File: config.mk
export PLATFORM = sky130hd
export DESIGN_NAME = clock_gen_interlock
export DESIGN_NICKNAME = d
export VERILOG_FILES = /design/src/rtl/clock_gen_pkg.sv /design/src/rtl/ext_stab_divider.sv /design/src/rtl/int_settle_timer.sv /design/src/rtl/clock_gen_interlock.sv
export VERILOG_INCLUDE_DIRS = /design/src /design/src/rtl
export SDC_FILE = /design/constraint.sdc
export NUM_CORES = 1
export LEC_CHECK = 0
export ABC_CLOCK_PERIOD_IN_PS = 2700
export BUFFER_PORTS_ARGS = -buffer_cell sky130_fd_sc_hd__buf_2
export CAP_MARGIN = 20
export CORE_ASPECT_RATIO = 0.9
export CORE_MARGIN = 5
export CORE_UTILIZATION = 28
export DETAILED_ROUTE_END_ITERATION = 12
export GPL_TIMING_DRIVEN = 0
export HOLD_SLACK_MARGIN = 0.03
export PLACE_DENSITY = 0.55
export SYNTH_ARGS = -nofsm -noshare
export SYNTH_HDL_FRONTEND = slang
export SYNTH_SLANG_ARGS = --single-unit
File: constraint.sdc
create_clock -name clk -period 2.7 [get_ports clk]
set_clock_uncertainty 0.1 [all_clocks]
set_input_delay 0.405 -clock clk [delete_from_list [all_inputs] [get_ports clk]]
set_output_delay 0.405 -clock clk [all_outputs]
set_load 0.005 [all_outputs]
File: src/rtl/clock_gen_map.svh
`ifndef CLOCK_GEN_MAP_SVH
`define CLOCK_GEN_MAP_SVH
`define MULT_RESET 7'h15
`define ADJUST_RESET 8'h80
`define STAB_CYCLES_CRYSTAL 4096
`define STAB_CYCLES_EXTERNAL 16
`define MULT_W 7
`define ADJUST_W 8
`define DIV_W 4
`define STAGE_W 8
`define SETTLE_CYCLES 32
`endif

File: src/rtl/clock_gen_pkg.sv
package clock_gen_pkg;
  typedef enum logic [1:0] {
    RANGE_CRYSTAL = 2'h0,
    RANGE_EXT_FAST = 2'h1,
    RANGE_EXT_SLOW = 2'h2
  } monitor_range_t;
  typedef enum logic [2:0] {
    STAB_IDLE = 3'h1,
    STAB_COUNT = 3'h2,
    STAB_DONE = 3'h4
  } stab_state_t;
endpackage

File: src/rtl/ext_stab_divider.sv
`include "clock_gen_map.svh"
module ext_stab_divider
  import clock_gen_pkg::*;
#(
  parameter int LONG_COUNT = `STAB_CYCLES_CRYSTAL,
  parameter int SHORT_COUNT = `STAB_CYCLES_EXTERNAL
) (
  input wire logic clk, // Bus clock
  input wire logic reset_n, // Async reset
  input wire logic enable, // Count while high, restart when low
  input wire logic longMode, // Crystal timeout selected
  input wire logic extEdge, // One external clock cycle seen
  output logic stable // Timeout reached
);
  localparam int CW = $clog2(LONG_COUNT + 1);
  initial begin
    if (SHORT_COUNT < 1 || LONG_COUNT < SHORT_COUNT)
      $error("ext_stab_divider: bad counts");
  end
  stab_state_t state;
  logic [CW-1:0] count;
  logic [CW-1:0] target;
  assign target = longMode ? CW'(LONG_COUNT) : CW'(SHORT_COUNT);
  assign stable = (state == STAB_DONE);
  always_ff @(posedge clk or negedge reset_n) begin
    if (!reset_n) begin
      state <= STAB_IDLE;
      count <= '0;
    end else if (!enable) begin
      state <= STAB_IDLE;
      count <= '0;
    end else begin
      unique case (state)
        STAB_IDLE: begin
          state <= STAB_COUNT;
        end
        STAB_COUNT: begin
          if (extEdge) begin
            if (count + CW'(1) >= target) begin
              state <= STAB_DONE;
            end
            count <= count + CW'(1);
          end
        end
        STAB_DONE: begin
          state <= STAB_DONE;
        end
      endcase
    end
  end
endmodule

File: src/rtl/int_settle_timer.sv
`include "clock_gen_map.svh"
module int_settle_timer #(
  parameter int SETTLE = `SETTLE_CYCLES
) (
  input wire logic clk, // Bus clock
  input wire logic reset_n, // Async reset
  input wire logic restart, // Factor written or stop mode entered
  input wire logic genOn, // Internal generator enabled
  input wire logic locked, // Loop reports within tolerance
  output logic stable // Settled
);
  localparam int CW = $clog2(SETTLE + 1);
  initial begin
    if (SETTLE < 1)
      $error("int_settle_timer: bad settle count");
  end
  logic [CW-1:0] count;
  assign stable = genOn && locked && (count == CW'(SETTLE));
  always_ff @(posedge clk or negedge reset_n) begin
    if (!reset_n) begin
      count <= '0;
    end else if (restart || !genOn || !locked) begin
      count <= '0;
    end else if (count != CW'(SETTLE)) begin
      count <= count + CW'(1);
    end
  end
endmodule

File: src/rtl/clock_gen_interlock.sv
`include "clock_gen_map.svh"
module clock_gen_interlock
  import clock_gen_pkg::*;
#(
  parameter int MULT_W = `MULT_W,
  parameter int ADJUST_W = `ADJUST_W,
  parameter int DIV_W = `DIV_W,
  parameter int STAGE_W = `STAGE_W,
  parameter int LONG_COUNT = `STAB_CYCLES_CRYSTAL,
  parameter int SHORT_COUNT = `STAB_CYCLES_EXTERNAL
) (
  input wire logic clk, // 40 MHz bus clock
  input wire logic reset_n, // Async reset, active low
  input wire logic cfgExtInput, // Option from config storage
  input wire logic cfgCrystal, // Option from config storage
  input wire logic cfgLowFreq, // Option from config storage
  input wire logic cfgRunInStop, // Option from config storage
  input wire logic stopMode, // Stop mode active
  input wire logic ctrlWrite, // Control write strobe
  input wire logic wrIrqEnable, // Written monitor interrupt enable
  input wire logic wrFaultFlag, // Written monitor flag
  input wire logic wrMonitorOn, // Written monitor on
  input wire logic wrClockSelect, // Written clock select
  input wire logic wrInternalOn, // Written internal on
  input wire logic wrExternalOn, // Written external on
  input wire logic ctrlRead, // Control read strobe
  input wire logic multWrite, // Multiplier write strobe
  input wire logic [MULT_W-1:0] multData, // Multiplier write data
  input wire logic adjustWrite, // Adjust write strobe
  input wire logic [ADJUST_W-1:0] adjustData, // Adjust write data
  input wire logic divWrite, // Divider write strobe
  input wire logic [DIV_W-1:0] divData, // Divider write data
  input wire logic stageWrite, // Stage write strobe
  input wire logic [STAGE_W-1:0] stageData, // Stage write data
  input wire logic internalLocked, // Loop within tolerance
  input wire logic externalEdge, // One external clock cycle
  input wire logic internalClockDead, // Monitor saw internal stop
  input wire logic externalClockDead, // Monitor saw external stop
  input wire logic oscInputPinIn, // Input pin level
  input wire logic portOutputData, // Port data for output pin
  input wire logic portOutputEnable, // Port drive for output pin
  input wire logic srcOscClock, // Selected source clock
  input wire logic srcSystemClock, // System clock source
  input wire logic srcTimebaseClock, // Timebase clock source
  output logic monitorIrqEnable, // Status bit
  output logic monitorFaultFlag, // Status bit
  output logic monitorOn, // Status bit
  output logic clockSelect, // Status bit
  output logic internalGenOn, // Status bit
  output logic externalGenOn, // Status bit
  output logic internalGenStable, // Status bit
  output logic externalGenStable, // Status bit
  output logic [MULT_W-1:0] multiplier, // Multiplier factor
  output logic [ADJUST_W-1:0] adjustFactor, // Adjust factor
  output logic [DIV_W-1:0] divider, // Divider count
  output logic [STAGE_W-1:0] stage, // Stage count
  output logic oscInputIsClock, // Input pin in oscillator function
  output logic ampEnable, // Crystal amplifier drives output pin
  output logic ampLowDrive, // Reduced amplifier drive
  output monitor_range_t monitorRange, // Expected external range
  output logic oscOutputPinOut, // Output pin data
  output logic oscOutputPinOe, // Output pin enable
  output logic oscillatorOutputClock, // Gated oscillator clock
  output logic systemClockOut, // Gated system clock
  output logic timebaseClock, // Gated timebase clock
  output logic irqRequest // Monitor interrupt request
);
  initial begin
    if (MULT_W < 1 || ADJUST_W < 1 || DIV_W < 1 || STAGE_W < 1)
      $error("clock_gen_interlock: bad widths");
  end

  logic optExt, optXtal, optSlow, optRun, sampled;
  logic stopClear, flagArmed, settleRestart, intStableRaw, extStableRaw;
  logic factorLock, stageLock;
  logic next_irqEnable, next_flag, next_monOn, next_select;
  logic next_intOn, next_extOn;

  always_ff @(posedge clk or negedge reset_n) begin
    if (!reset_n) begin
      optExt <= 1'b0;
      optXtal <= 1'b0;
      optSlow <= 1'b0;
      optRun <= 1'b0;
      sampled <= 1'b0;
    end else if (!sampled) begin
      optExt <= cfgExtInput;
      optXtal <= cfgCrystal;
      optSlow <= cfgLowFreq;
      optRun <= cfgRunInStop;
      sampled <= 1'b1;
    end
  end

  assign stopClear = stopMode && !optRun;
  assign factorLock = monitorOn || monitorFaultFlag;
  assign stageLock = factorLock || !optExt || !clockSelect
    || internalGenOn;

  // Combine requested control bits with forcing and blocking terms
  always_comb begin
    next_irqEnable = monitorIrqEnable;
    next_monOn = monitorOn;
    next_select = clockSelect;
    next_intOn = internalGenOn;
    next_extOn = externalGenOn;
    next_flag = monitorFaultFlag;
    if (ctrlWrite) begin
      next_irqEnable = wrIrqEnable;
      next_monOn = wrMonitorOn;
      next_select = wrClockSelect;
      next_intOn = wrInternalOn;
      next_extOn = wrExternalOn;
      if (flagArmed && !wrFaultFlag)
        next_flag = 1'b0;
      // Setting blocked by unstable generators
      if (!internalGenStable || !externalGenStable) begin
        if (!monitorIrqEnable)
          next_irqEnable = 1'b0;
        if (!monitorOn)
          next_monOn = 1'b0;
      end
      if (!internalGenStable && clockSelect)
        next_select = 1'b1;
      if (!externalGenStable && !clockSelect)
        next_select = 1'b0;
      if (!monitorOn)
        next_irqEnable = 1'b0;
      if (!optExt)
        next_extOn = 1'b0;
    end
    // Dead clock detection while monitoring
    if (monitorOn && internalGenOn && externalGenOn) begin
      if (internalClockDead) begin
        next_flag = 1'b1;
        next_select = 1'b1;
      end else if (externalClockDead) begin
        next_flag = 1'b1;
        next_select = 1'b0;
      end
    end
    if (next_flag)
      next_monOn = 1'b1;
    if (next_monOn) begin
      next_intOn = 1'b1;
      next_extOn = 1'b1;
    end
    if (!next_select)
      next_intOn = 1'b1;
    else
      next_extOn = 1'b1;
    if (!next_intOn || !next_extOn) begin
      next_irqEnable = 1'b0;
      next_flag = 1'b0;
      next_monOn = 1'b0;
      next_select = next_extOn;
    end
    if (!optExt) begin
      next_irqEnable = 1'b0;
      next_flag = 1'b0;
      next_monOn = 1'b0;
      next_select = 1'b0;
      next_extOn = 1'b0;
      next_intOn = 1'b1;
    end
    if (stopClear) begin
      next_irqEnable = 1'b0;
      next_flag = 1'b0;
      next_monOn = 1'b0;
    end
  end

  always_ff @(posedge clk or negedge reset_n) begin
    if (!reset_n) begin
      monitorIrqEnable <= 1'b0;
      monitorFaultFlag <= 1'b0;
      monitorOn <= 1'b0;
      clockSelect <= 1'b0;
      internalGenOn <= 1'b1;
      externalGenOn <= 1'b0;
    end else begin
      monitorIrqEnable <= next_irqEnable;
      monitorFaultFlag <= next_flag;
      monitorOn <= next_monOn;
      clockSelect <= next_select;
      internalGenOn <= next_intOn;
      externalGenOn <= next_extOn;
    end
  end

  // Flag read while set arms the clear; a control write or a clear flag disarms it
  always_ff @(posedge clk or negedge reset_n) begin
    if (!reset_n) begin
      flagArmed <= 1'b0;
    end else if (!monitorFaultFlag || ctrlWrite) begin
      flagArmed <= 1'b0;
    end else if (ctrlRead) begin
      flagArmed <= 1'b1;
    end
  end

  always_ff @(posedge clk or negedge reset_n) begin
    if (!reset_n) begin
      multiplier <= `MULT_RESET;
      adjustFactor <= `ADJUST_RESET;
    end else begin
      if (multWrite && !factorLock && !monitorIrqEnable)
        multiplier <= multData;
      if (adjustWrite && !factorLock && !monitorIrqEnable)
        adjustFactor <= adjustData;
    end
  end

  // Divider and stage are not reset: they follow the running oscillator
  always_ff @(posedge clk) begin
    if (divWrite && !stageLock)
      divider <= divData;
    if (stageWrite && !stageLock)
      stage <= stageData;
  end

  assign settleRestart = ((multWrite || adjustWrite) && !factorLock
    && !monitorIrqEnable) || stopClear;

  int_settle_timer u_int_settle (
    .clk(clk),
    .reset_n(reset_n),
    .restart(settleRestart),
    .genOn(internalGenOn),
    .locked(internalLocked && !(monitorOn && internalClockDead)),
    .stable(intStableRaw)
  );

  ext_stab_divider #(
    .LONG_COUNT(LONG_COUNT),
    .SHORT_COUNT(SHORT_COUNT)
  ) u_ext_stab (
    .clk(clk),
    .reset_n(reset_n),
    .enable(externalGenOn && optExt && !stopClear
      && !(monitorOn && externalClockDead)),
    .longMode(optXtal),
    .extEdge(externalEdge),
    .stable(extStableRaw)
  );

  assign internalGenStable = intStableRaw;
  assign externalGenStable = extStableRaw && optExt;

  assign oscInputIsClock = optExt && externalGenOn;
  assign ampEnable = optXtal && optExt && externalGenOn;
  assign ampLowDrive = optSlow && optExt && optXtal;
  assign monitorRange = optXtal ? RANGE_CRYSTAL
    : (optSlow ? RANGE_EXT_SLOW : RANGE_EXT_FAST);
  assign oscOutputPinOut = ampEnable ? !oscInputPinIn : portOutputData;
  assign oscOutputPinOe = ampEnable || portOutputEnable;

  assign oscillatorOutputClock = srcOscClock && !stopClear;
  assign systemClockOut = srcSystemClock && !stopClear;
  assign timebaseClock = srcTimebaseClock && !stopClear;
  assign irqRequest = monitorIrqEnable && monitorFaultFlag;
endmodule

-- Word-level counts from Yosys, hierarchy flattened
Index checks and enable logic that the tools add are counted.
- register bits after elaboration: 61
- input bits: 56
- add/sub/neg operators: 2
- magnitude comparators: 1
- equality and inequality tests: 10
- mux-type cells: 54
- reductions and logical operators: 65
- operators with widths (kind ; count):
    13-bit two-way mux ; 4
    1-bit two-way mux ; 42
    1-bit logical AND ; 31
    1-bit logical NOT ; 18
    13-bit by 1-bit adder with 13-bit output, second input constant ; 1
    13-bit >= comparator ; 1
    1-bit logical OR ; 12
    6-bit two-way mux ; 2
    3-bit two-way mux ; 3
    3-bit one-hot mux with 3 select lines ; 1
    6-bit by 1-bit adder with 6-bit output, second input constant ; 1
    6-bit == test, second input constant ; 1
    3-bit != test, second input constant ; 2
    6-bit != test, second input constant ; 1
    2-bit two-way mux ; 2
    2-bit != test, second input constant ; 2
    4-bit by 2-bit != test with 1-bit output, second input constant ; 1
    2-bit AND reduction ; 2
    2-bit nonzero test ; 2
    3-bit by 1-bit == test with 1-bit output, second input constant ; 1
    3-bit by 2-bit == test with 1-bit output, second input constant ; 1
    3-bit == test, second input constant ; 1

-- Logic depth before layout (Yosys ltp)
Gate-level depths: netlist (run 1).
- depth in word-level cells: 19
- gate-level depth with buffers: 11
- gate-level depth less buffers: 10

-- By module
Synthesis (run 1) repeated with hierarchy kept, for this count alone.
- cell total of the unflattened synthesis: 264
- area total of the unflattened synthesis: 3020.4 µm²
- by module, submodules not included (module ; instances ; cells an instance ; area an instance (µm²)):
    clock_gen_interlock ; 1 ; 122 ; 1675.4
    ext_stab_divider ; 1 ; 107 ; 996.0
    int_settle_timer ; 1 ; 35 ; 349.1

-- Worst setup path after synthesis (run 1)
No wires, ideal clock.
- kind: register to register
- start: register u_ext_stab.count[0]
- end: register u_ext_stab.state[1]
- data arrival time: 2.068 ns
- data required time: 2.482 ns
- slack: 0.414 ns
- stages on the path, launching flop included: 12
- period minus slack after synthesis: 2.286 ns
- cell sequence: dfrtp_1 > ha_1 > and4_1 > buf_4 > nand4_2 > xnor2_1 > ha_1 > nand4b_1 > a21oi_1 > a21oi_1 > a41o_1 > and2b_1
- longest elaborated chain between the ends: 4
- ends and longest elaborated chain (element ; RTL line ; text):
    from (decl) ; ext_stab_divider.sv:21 ; logic [CW-1:0] count;
    from (signal assigned) ; ext_stab_divider.sv:42 ; count <= count + CW'(1);
    13-bit by 1-bit adder with 13-bit output ; ext_stab_divider.sv:39 ; if (count + CW'(1) >= target) begin
    13-bit >= comparator ; ext_stab_divider.sv:39 ;
    3-bit != test (no source line) ; n/a ;
    2-bit AND reduction (no source line) ; n/a ;
    to (signal assigned) ; ext_stab_divider.sv:35 ; state <= STAB_COUNT;
    to (signal assigned) ; ext_stab_divider.sv:40 ; state <= STAB_DONE;
    to (signal assigned) ; ext_stab_divider.sv:46 ; state <= STAB_DONE;
    to (decl) ; ext_stab_divider.sv:20 ; stab_state_t state;
Every way passes these cells.
A chain may end at the register's enable or synchronous reset.

-- Final worst setup path (run 1)
- start: register u_ext_stab.count[5]
- end: register u_ext_stab.state[1]
Same word-level chain as after synthesis.

==> results.ini, run 1 <==
[finish]
fin_nets=437
regArea_um2=1600
diodes=0
multiInputGateArea_um2=1270
area_growth_pct=35.7
fillers=1039
fin_area_um2=3980
drive_above_1_share_pct=43.2
fin_cells=509

[global_route]
grt-ovfl-total=0
grt_usage_pct=11.4
grt_max_degree=50
grt_pass1_wl_mm=11.7
antenna_found_initial=0
grt_pass1_vias=2341

[drt]
via_per_inst=4.59
vias=2336
wl_per_cell_um=13.9
drtIter0Drc=70
detail-route-antenna-nets=0
dr.pass1.iters=4
wl_mm=7.08
drc_errors=0

[critical_path]
slowest_delay_ps=420
crit_required_ps=2810
end_kind=register
path_cells=and3_1, buf_2, and3_4, nand4_2, xnor2_1, ha_1, nand4b_1, a21oi_2, a21oi_1, a41o_1, and2b_1
r2r_start=u_ext_stab.count[5]$_DFFE_PN0P_
crit_fanout=7
reg2regPathDepth=11
startpoint_type=register
crit_type=register to register
worstReg2RegEnd=u_ext_stab.state[1]$_DFFE_PN0P_
crit_slowest_cell=dfrtp_2
r2r_setup_slack_ps=220
arrival_ps=2580

[timing]
post-route-period-util_pct=91.7
timing.fmax_ghz=0.404
maxSlewViolCount=0
timing.hold.ws_ps=160
setup_ws_ps=224
rsz0062_at_grt=no
finalSetupTns_ps=0
max-slew-margin-rel_pct=64.7
finalCriticalPeriod_ps=2480
tightest_slew_ps=530
setup_violations=0
finalHoldViolCount=0

[clocking]
cts_buffers=9
clk_pin_slew_ps=50
cts_tree=built
cts_sinks=61
h-tree-depth=3
clockBufferDepth=2
cts_root_buf=clkbuf_16
clk_latency_ps=320

[logic_synthesis]
synth_seq_area_share_pct=54.3
synth_cell_types=45
ys_seq_elements=61
synth_cells=259
syn_area_per_cell_um2=11.3
ys_warn_count=0
syn-num-nets=321
syn_area_um2=2940

[floorplanning]
pin_count=102
die_x_um=118
dieArea_um2=12600
die_h_um=107
coreArea_um2=10200
initial_utilization_pct=28.7
rows=35

[min_path]
min_path_cells=1
min_path_type=input port to register
min_to=stage[2]$_DFFE_PP_
min_from=stageData[2]

[place]
dpl.hpwl_mm=5.42
dp_cells=488
dp_slack_ps=105
gp_routability_congestion=0.773
io_buffers=100
placed_area_um2=3600

[power_and_ir_drop]
ir_drop_v=0.000324
p_leak_nw=1.81
power_density_nw_per_um2=588

[status]
status=finished, final reports clean

[job]
drv_cap=0

[cells by family (layout without fill, tap and decap cells)]
group,after synthesis,in the layout,synth area share [%]
simple gates,99,99,18.6
flops,61,61,54.3
mux,24,24,9.20
compound gates,31,31,6.56
other cells,1,1,0.128
buf+inv,18,139,2.98
xor+xnor,19,19,5.67
fa+ha+maj,6,6,2.56
[layout make-up]
| cell class | count | area share (%) |
|---|---|---|
| sequential | 61 | 40.0 |
| multi-input combinational | 180 | 31.9 |
| clock buffer | 12 | 7.26 |
| buffer | 13 | 1.73 |
| inverter | 5 | 0.471 |
| timing repair buffer | 105 | 13.9 |
| clock inverter | 4 | 0.660 |
| tap | 129 | 4.05 |
[sequential cells by signal, indices dropped and copies added, names as in the netlist, 3 cells and up]
register	cells
u_int_settle.count	6
divider	4
adjustFactor	8
multiplier	7
u_ext_stab.count	13
stage	8
u_ext_stab.state	3
[cells in the final DEF, fill, tap and decap left out, types with 3 or more instances in the layout]
master / instances
inv_1: 5
buf_4: 7
xor2_1: 10
and2_1: 7
nand2_1: 22
or3_1: 4
mux2i_1: 3
o21ai_0: 10
edfxtp_1: 12
nor3_1: 4
xnor2_1: 9
nor2b_1: 3
clkbuf_1: 5
nand2b_1: 5
nand3_1: 9
a21oi_1: 10
ha_1: 5
and3_1: 4
nand4_1: 4
clkbuf_16: 11
and4_1: 3
dfstp_2: 6
dfrtp_1: 42
nor2_1: 24
buf_2: 104
mux2_2: 20
[synthesized netlist by cell type, drive strengths merged]
master	instances	share of area, %
nand2b	5	1.1
nand2	22	2.8
dfrtp	43	37
nor4bb	1	0.34
ha	6	2.6
nand4	6	2.0
and4bb	2	0.85
xnor2	9	2.7
mux2i	3	1.0
nor2b	3	0.64
a32oi	1	0.30
o22ai	1	0.43
a41oi	1	0.30
edfxtp	12	12
conb	1	0.13
and2	7	1.5
nor2	24	3.1
nand3	9	1.5
and3	5	1.2
o21ai	10	1.7
mux2	21	8.2
o2111ai	1	0.30
a21oi	11	1.9
a211oi	1	0.26
buf	8	1.7
clkbuf	5	0.64
nand4b	1	0.30
a31oi	2	0.43
and2b	1	0.26
dfstp	6	5.4
and4	4	1.2
a41o	2	0.68
nor3	4	0.68
or3	4	0.85
nor3b	1	0.26
a221oi	1	0.30
xor2	10	3.0
inv	5	0.64
[worst max-delay path by stage]
stage | start | end | slack [ps] | cells after the start
6_report | u_ext_stab.count[5]$_DFFE_PN0P_ | u_ext_stab.state[1]$_DFFE_PN0P_ | 220 | 11
2_1_floorplan | u_ext_stab.count[0]$_DFFE_PN0P_ | u_ext_stab.state[1]$_DFFE_PN0P_ | 410 | 11
3_5_place_dp | u_ext_stab.count[0]$_DFFE_PN0P_ | u_ext_stab.state[1]$_DFFE_PN0P_ | 110 | 11
4_1_cts | u_ext_stab.count[0]$_DFFE_PN0P_ | u_ext_stab.state[1]$_DFFE_PN0P_ | 80 | 11
3_3_place_gp | u_ext_stab.count[0]$_DFFE_PN0P_ | u_ext_stab.state[1]$_DFFE_PN0P_ | 120 | 11
5_1_grt | u_ext_stab.count[1]$_DFFE_PN0P_ | u_ext_stab.state[1]$_DFFE_PN0P_ | 9 | 11
[stage by stage]
step                      utilization [%]  power, mW
after floorplan                         -       1.09
after global routing                 38.9       2.45
final                                38.9       2.34
after CTS                            38.2       2.39
after detailed placement             35.1       1.19
after global placement               35.1       1.19
[critical path: cells and delay by family (launching register included)]
| family | cells | cell delay [ps] |
|---|---|---|
| simple gates | 5 | 800 |
| compound gates | 3 | 480 |
| flops | 1 | 420 |
| buf+inv | 1 | 200 |
| fa+ha+maj | 1 | 190 |
| xor+xnor | 1 | 170 |
[where the power goes]
| group | leakage (nW) | internal, mW | switching [mW] |
|---|---|---|---|
| Sequential | 0.732 | 0.978 | 0.0231 |
| Combinational | 0.921 | 0.0969 | 0.0811 |
| Clock | 0.155 | 0.756 | 0.409 |
| Total | 1.81 | 1.83 | 0.513 |
[what timing repair did]
item	4_1_cts	5_1_grt
gates resized for setup	0	4
setup endpoints to repair	0	2
buffers inserted	0	3
hold buffers	0	1
hold endpoints to repair	0	20
[routing by layer]
| metal | routed length [um] | vias to the layer above | global-route usage, % |
|---|---|---|---|
| met3 | 361 | 11 | 3.38 |
| met5 | 0 | - | 0 |
| met1 | 3290 | 1112 | 14.8 |
| met4 | 147 | 0 | 5.00 |
| li1 | - | 1141 | - |
| met2 | 3290 | 72 | 17.7 |
Power figures use the tool's default switching activity.
==> run 2, diff against run 1 <==
--- a/config.mk
+++ b/config.mk
@@ -6,6 +6,7 @@
 export SDC_FILE = /design/constraint.sdc
 export NUM_CORES = 1
 export LEC_CHECK = 0
+export ABC_AREA = 1
 export ABC_CLOCK_PERIOD_IN_PS = 2700
 export BUFFER_PORTS_ARGS = -buffer_cell sky130_fd_sc_hd__buf_2
 export CAP_MARGIN = 20
==> run 2 against run 1 <==
Effect of this change:
- wire length grew 7.6%
- clock power shrank 7%
- highest routed layer unchanged
- largest cell class unchanged
- hold slack lost 2.7 ps
- combinational power grew 4%
- critical endpoint is now u_ext_stab.state[2]$_DFFE_PN0P_
- sequential power is essentially flat
- critical path type unchanged
- fmax grew 3.2%
==> results.ini, run 2 <==
[logic_synthesis]
synth_top_cell_area_share_pct=35.9
syn-num-nets=385
syn_area_per_cell_um2=9.29
synth_flop_cell=dfrtp_1
syn_area_um2=3000
yosysTopAreaCell=dfrtp_1
synth_seq_area_share_pct=53.1
ys_top_cells_by_area=dfrtp_1 (36%), edfxtp_1 (12%), nand2_1 (7.8%)
synth_edf_count=12
synth_cells=323
synth.most_common_cell=nand2_1
synth_commonest_cells=nand2_1 (62), inv_1 (45), dfrtp_1 (43)
ys_warn_count=0
ys_seq_elements=61
ys_async_sr_fraction_pct=80.3
synth_cell_types=33

[drt]
vias=2577
wl_mm=7.62
drc_errors=0
drtIter0Drc=124
dr.pass1.iters=4
wl_per_cell_um=13.4
detail-route-antenna-nets=0
via_per_inst=4.52

[critical_path]
reg2regPathDepth=15
startpoint_type=register
endpoint=u_ext_stab.state[2]$_DFFE_PN0P_
crit_required_ps=2810
crit_fanout=7
path_common_cell=nand2_1
end_kind=register
slowest_delay_ps=470
crit_start=u_ext_stab.count[0]$_DFFE_PN0P_
worstReg2RegEnd=u_ext_stab.state[2]$_DFFE_PN0P_
r2r_start=u_ext_stab.count[0]$_DFFE_PN0P_
crit_type=register to register
crit_slowest_cell=dfrtp_1
r2r_setup_slack_ps=300
path_cells=ha_1, nand2_2, nor2_4, xor2_1, ha_1, nand2_1, nor2_1, nand2_1, nand3_1, nor2_1, nand2_1, nand2_1, nand2_1, nand2_1, a21oi_1
arrival_ps=2510

[clocking]
hold_buffers=1
cts_root_buf=clkbuf_16
clockBufferDepth=2
cts_sinks=61
post_cts_buffers=0
clk_latency_ps=320
clk_pin_slew_ps=50
ctsResizeCount=0
h-tree-depth=3
cts_tree=built
cts_buffers=9

[finish]
largest_register=u_ext_stab.count
regArea_um2=1590
fillers=1033
multiInputGateArea_um2=1210
mostFrequentLayoutCells=buf_2 (101), nand2_1 (62), inv_1 (45)
area_growth_pct=32.7
largest_reg_flops=13
fin_nets=498
diodes=0
drive_above_1_share_pct=36.7
final_common_cell=buf_2
reg_top3=u_ext_stab.count x13, adjustFactor x8, stage x8

[power_and_ir_drop]
power_mw=2.27
power_density_nw_per_um2=569
ir_drop_v=0.000296
p_leak_nw=1.92

[timing]
finalSetupTns_ps=0
finalCriticalPeriod_ps=2400
max-slew-margin-rel_pct=57.0
setup_ws_ps=301
maxSlewViolCount=0
post-route-period-util_pct=88.8
timing.fmax_ghz=0.417
setup_violations=0
rsz0062_at_grt=no
tightest_slew_ps=642
finalHoldViolCount=0

[global_route]
grt_max_degree=28
use_met2_pct=18.7
use_met3_pct=4.76
grt_pass1_wl_mm=12.1
grt_pass1_vias=2520
grt_usage_pct=11.9
grt_busiest_layer=met2
grt-ovfl-total=0
antenna_found_initial=0
use_met1_pct=15.0

[floorplanning]
coreArea_um2=10400
die_h_um=108
dieArea_um2=12900
rows=35
pin_count=102
die_x_um=119
initial_utilization_pct=28.9

[place]
io_buffers=100
dpl.hpwl_mm=5.99
gp_routability_congestion=0.804
dp_slack_ps=321

[min_path]
min_path_type=input port to register

[status]
status=finished, final reports clean

[job]
drv_cap=0

run 2: changes by cell type after synthesis, sizes merged, moves of 5 or more:
cell,change
and2,-7
inv,+45
nand2,+44
xor2,-7
nand2b,-5
o22ai,+7
mux2,-5
xnor2,-9
buf,-6
clkbuf,-5
nor2,+21
nand3,+12
run 2: cells by family after synthesis:
| group | Yosys count | synth area share (%) |
|---|---|---|
| mux | 16 | 6.00 |
| simple gates | 150 | 24.1 |
| buf+inv | 52 | 6.67 |
| flops | 61 | 53.1 |
| other cells | 1 | 0.125 |
| fa+ha+maj | 6 | 2.50 |
| xor+xnor | 3 | 0.876 |
| compound gates | 34 | 6.55 |
run 2: through the flow:
step	hold slack [ps]	utilization, %	instances	cell area (um2)
3_3_place_gp	383	35.3	552	3660
2_1_floorplan	9.41	-	323	3000
5_1_grt	139	38.4	570	3980
3_5_place_dp	337	35.5	553	3680
4_1_cts	140	38.4	570	3980
6_report	157	38.4	570	3980
run 2: layout make-up:
class                      count  area share (%)
clock buffer                  13            6.82
timing repair buffer         102            13.3
multi-input combinational    210            30.3
inverter                      50            4.71
clock inverter                 3           0.440
buffer                         2           0.314
tap                          129            4.05
sequential                    61            40.0
run 2: per-layer routing:
layer / wire length (um) / part of all wire [%]
met4: 142 / 1.9
met5: 0 / 0
met1: 3310 / 43
met3: 586 / 7.7
met2: 3580 / 47
run 2: critical path, delay by kind of cell, from the launching register on:
kind	cells	cell delay [ps]
XOR/XNOR	1	240
AO/OA/AOI/OAI	1	60
flip-flops	1	470
adder cells (fa/ha/maj)	2	610
AND/OR/NAND/NOR	11	820
run 2: worst min-delay path by stage:
stage | from | end | slack, ps | cells after the start
global placement | multiplier[6]$_DFFE_PN0P_ | multiplier[6]$_DFFE_PN0P_ | 380 | 1
floorplan | reset_n | adjustFactor[0]$_DFFE_PN0P_ | 9 | 0
CTS | stageData[0] | stage[0]$_DFFE_PP_ | 140 | 1
detailed placement | reset_n | u_ext_stab.count[7]$_DFFE_PN0P_ | 340 | 1
global route | stageData[0] | stage[0]$_DFFE_PP_ | 140 | 1
finish | divData[1] | divider[1]$_DFFE_PP_ | 160 | 1
run 2: where the power goes:
| part | switching (mW) | internal (mW) |
|---|---|---|
| clock network | 0.387 | 0.698 |
| logic | 0.0923 | 0.0932 |
| registers | 0.0180 | 0.978 |
| total | 0.497 | 1.77 |
==> run 3, diff against run 2 <==
--- a/config.mk
+++ b/config.mk
@@ -16,7 +16,7 @@
 export DETAILED_ROUTE_END_ITERATION = 12
 export GPL_TIMING_DRIVEN = 0
 export HOLD_SLACK_MARGIN = 0.03
-export PLACE_DENSITY = 0.55
+export PLACE_DENSITY = 0.54
 export SYNTH_ARGS = -nofsm -noshare
 export SYNTH_HDL_FRONTEND = slang
 export SYNTH_SLANG_ARGS = --single-unit
==> run 3 against run 2 <==
Effect of this change:
- clock power about the same
- highest routed layer unchanged
- worst setup slack better by 35 ps
- critical path depth unchanged
- register-to-register slack better by 40 ps
- count of clock-buffer cells in the layout shrank 3
- first-iteration DRC count grew 28%
- via count decreased by 2.1%
- sequential cell count did not move
- combinational power hardly changed
- total power grew 0.45%
==> results.ini, run 3 (synthesized netlist as in run 2, its figures left out) <==
[critical_path]
slowest_delay_ps=460
r2r_start=u_ext_stab.count[0]$_DFFE_PN0P_
arrival_ps=2470
path_common_cell=nand2_1
startpoint_type=register
path_cells=ha_1, nand2_2, nor2_4, xor2_1, ha_1, nand2_1, nor2_1, nand2_1, nand3_1, nor2_1, nand2_1, nand2_1, nand2_1, nand2_1, a21oi_1
crit_slowest_cell=dfrtp_1
crit_required_ps=2800
crit_fanout=7
crit_type=register to register
end_kind=register
crit_start=u_ext_stab.count[0]$_DFFE_PN0P_

[clocking]
ctsResizeCount=0
hold_buffers=1
clk_latency_ps=320
clockBufferDepth=2
h-tree-depth=3
post_cts_buffers=0
cts_root_buf=clkbuf_16
cts_sinks=61
clk_pin_slew_ps=60
cts_tree=built
cts_buffers=9

[timing]
finalHoldViolCount=0
setup_violations=0
timing.fmax_ghz=0.423
tightest_slew_ps=704
rsz0062_at_grt=no
post-route-period-util_pct=87.5
max-slew-margin-rel_pct=52.9
maxSlewViolCount=0
finalSetupTns_ps=0
finalCriticalPeriod_ps=2360

[status]
status=finished, final reports clean

[finish]
largest_reg_flops=13
fin_cells=570
final_common_cell=buf_2
mostFrequentLayoutCells=buf_2 (101), nand2_1 (62), inv_1 (45)
fin_area_um2=3980
post-route-util_pct=38.3
area_growth_pct=32.5
drive_above_1_share_pct=36.5
fin_nets=498
largest_register=u_ext_stab.count
reg_top3=u_ext_stab.count x13, adjustFactor x8, stage x8
diodes=0

[place]
io_buffers=100
dp_cells=553
placed_area_um2=3680
dpl.hpwl_mm=6.12
gp_routability_congestion=0.799

[power_and_ir_drop]
p_seq_share_pct=43.8
p_comb_share_pct=8.2
clkPwrFrac_pct=48.0
ir_drop_v=0.000231
switchingPower_mw=0.502
power.share.switching_pct=22.1
power.internal_mw=1.77
power_mw=2.28
p_leak_nw=1.91
power_density_nw_per_um2=572

[floorplanning]
pin_count=102
rows=35
coreArea_um2=10400
dieArea_um2=12900
die_x_um=119
die_h_um=108
initial_utilization_pct=28.9

[min_path]
min_path_type=input port to register
min_from=divData[2]

[global_route]
grt-ovfl-total=0
grt_pass1_vias=2622
antenna_found_initial=0
grt_pass1_wl_mm=12.8
grt_usage_pct=12.5
grt_max_degree=34

[job]
drv_cap=0

[drt]
wl_mm=7.79
drtIter0Drc=159
dr.pass1.iters=4
via_per_inst=4.43
wl_per_cell_um=13.7
drc_errors=0
vias=2524
detail-route-antenna-nets=0

==> run 3: cell count changes in the layout (fill, tap and decap cells not counted), sizes merged <==
cell    delta
clkinv     +2
clkbuf     -3
bufinv     +1
==> run 3: cell type report <==
cell class | instances | area, um2
clock inverters | 6 | 55.1
flip-flops and latches | 61 | 1590
multi-input cells | 210 | 1210
fillers | 1035 | 6400
well taps | 129 | 161
inverters | 50 | 188
plain buffers | 2 | 12.5
clock buffers | 10 | 229
repair buffers | 102 | 531
==> run 3: critical path, delay by kind of cell, from the launching register on <==
family	cells	cell delay, ps
AO/OA/AOI/OAI	1	70
XOR/XNOR	1	210
adder cells (fa/ha/maj)	2	580
flip-flops	1	460
AND/OR/NAND/NOR	11	860
==> run 3: metal layers <==
metal / track usage [%] / share of wire (%)
met4: 3.97 / 1.3
met1: 16.3 / 46
met5: 0 / 0
met3: 3.24 / 4.5
met2: 20.3 / 48
==> run 3: worst paths after layout <==
kind                                                   end  slack (ps)  depth (start not counted)
setup reg to reg           u_ext_stab.state[2]$_DFFE_PN0P_         340                         15
max in group asynchronous          internalGenOn$_DFF_PN1_        1450                          3
setup / recovery           u_ext_stab.state[2]$_DFFE_PN0P_         340                         15
hold / removal                        divider[2]$_DFFE_PP_         150                          1
hold reg to reg                  multiplier[5]$_DFFE_PN0P_         400                          1
min in group asynchronous  u_ext_stab.count[5]$_DFFE_PN0P_         460                          2
==> run 3: through the flow <==
step / worst slack [ps] / hold slack, ps
4_1_cts: 335 / 139
2_1_floorplan: 640 / 9.41
6_report: 336 / 151
5_1_grt: 60.9 / 137
3_3_place_gp: 332 / 387
3_5_place_dp: 338 / 279
==> run 3: power groups by stage <==
stage               clock [mW]  sequential, mW  combinational (mW)
floorplan                    0            1.01              0.0753
global placement             0            1.01               0.185
detailed placement           0            1.01               0.190
CTS                       1.13           0.997               0.192
global route              1.17            1.00               0.211
finish                    1.09           0.997               0.187
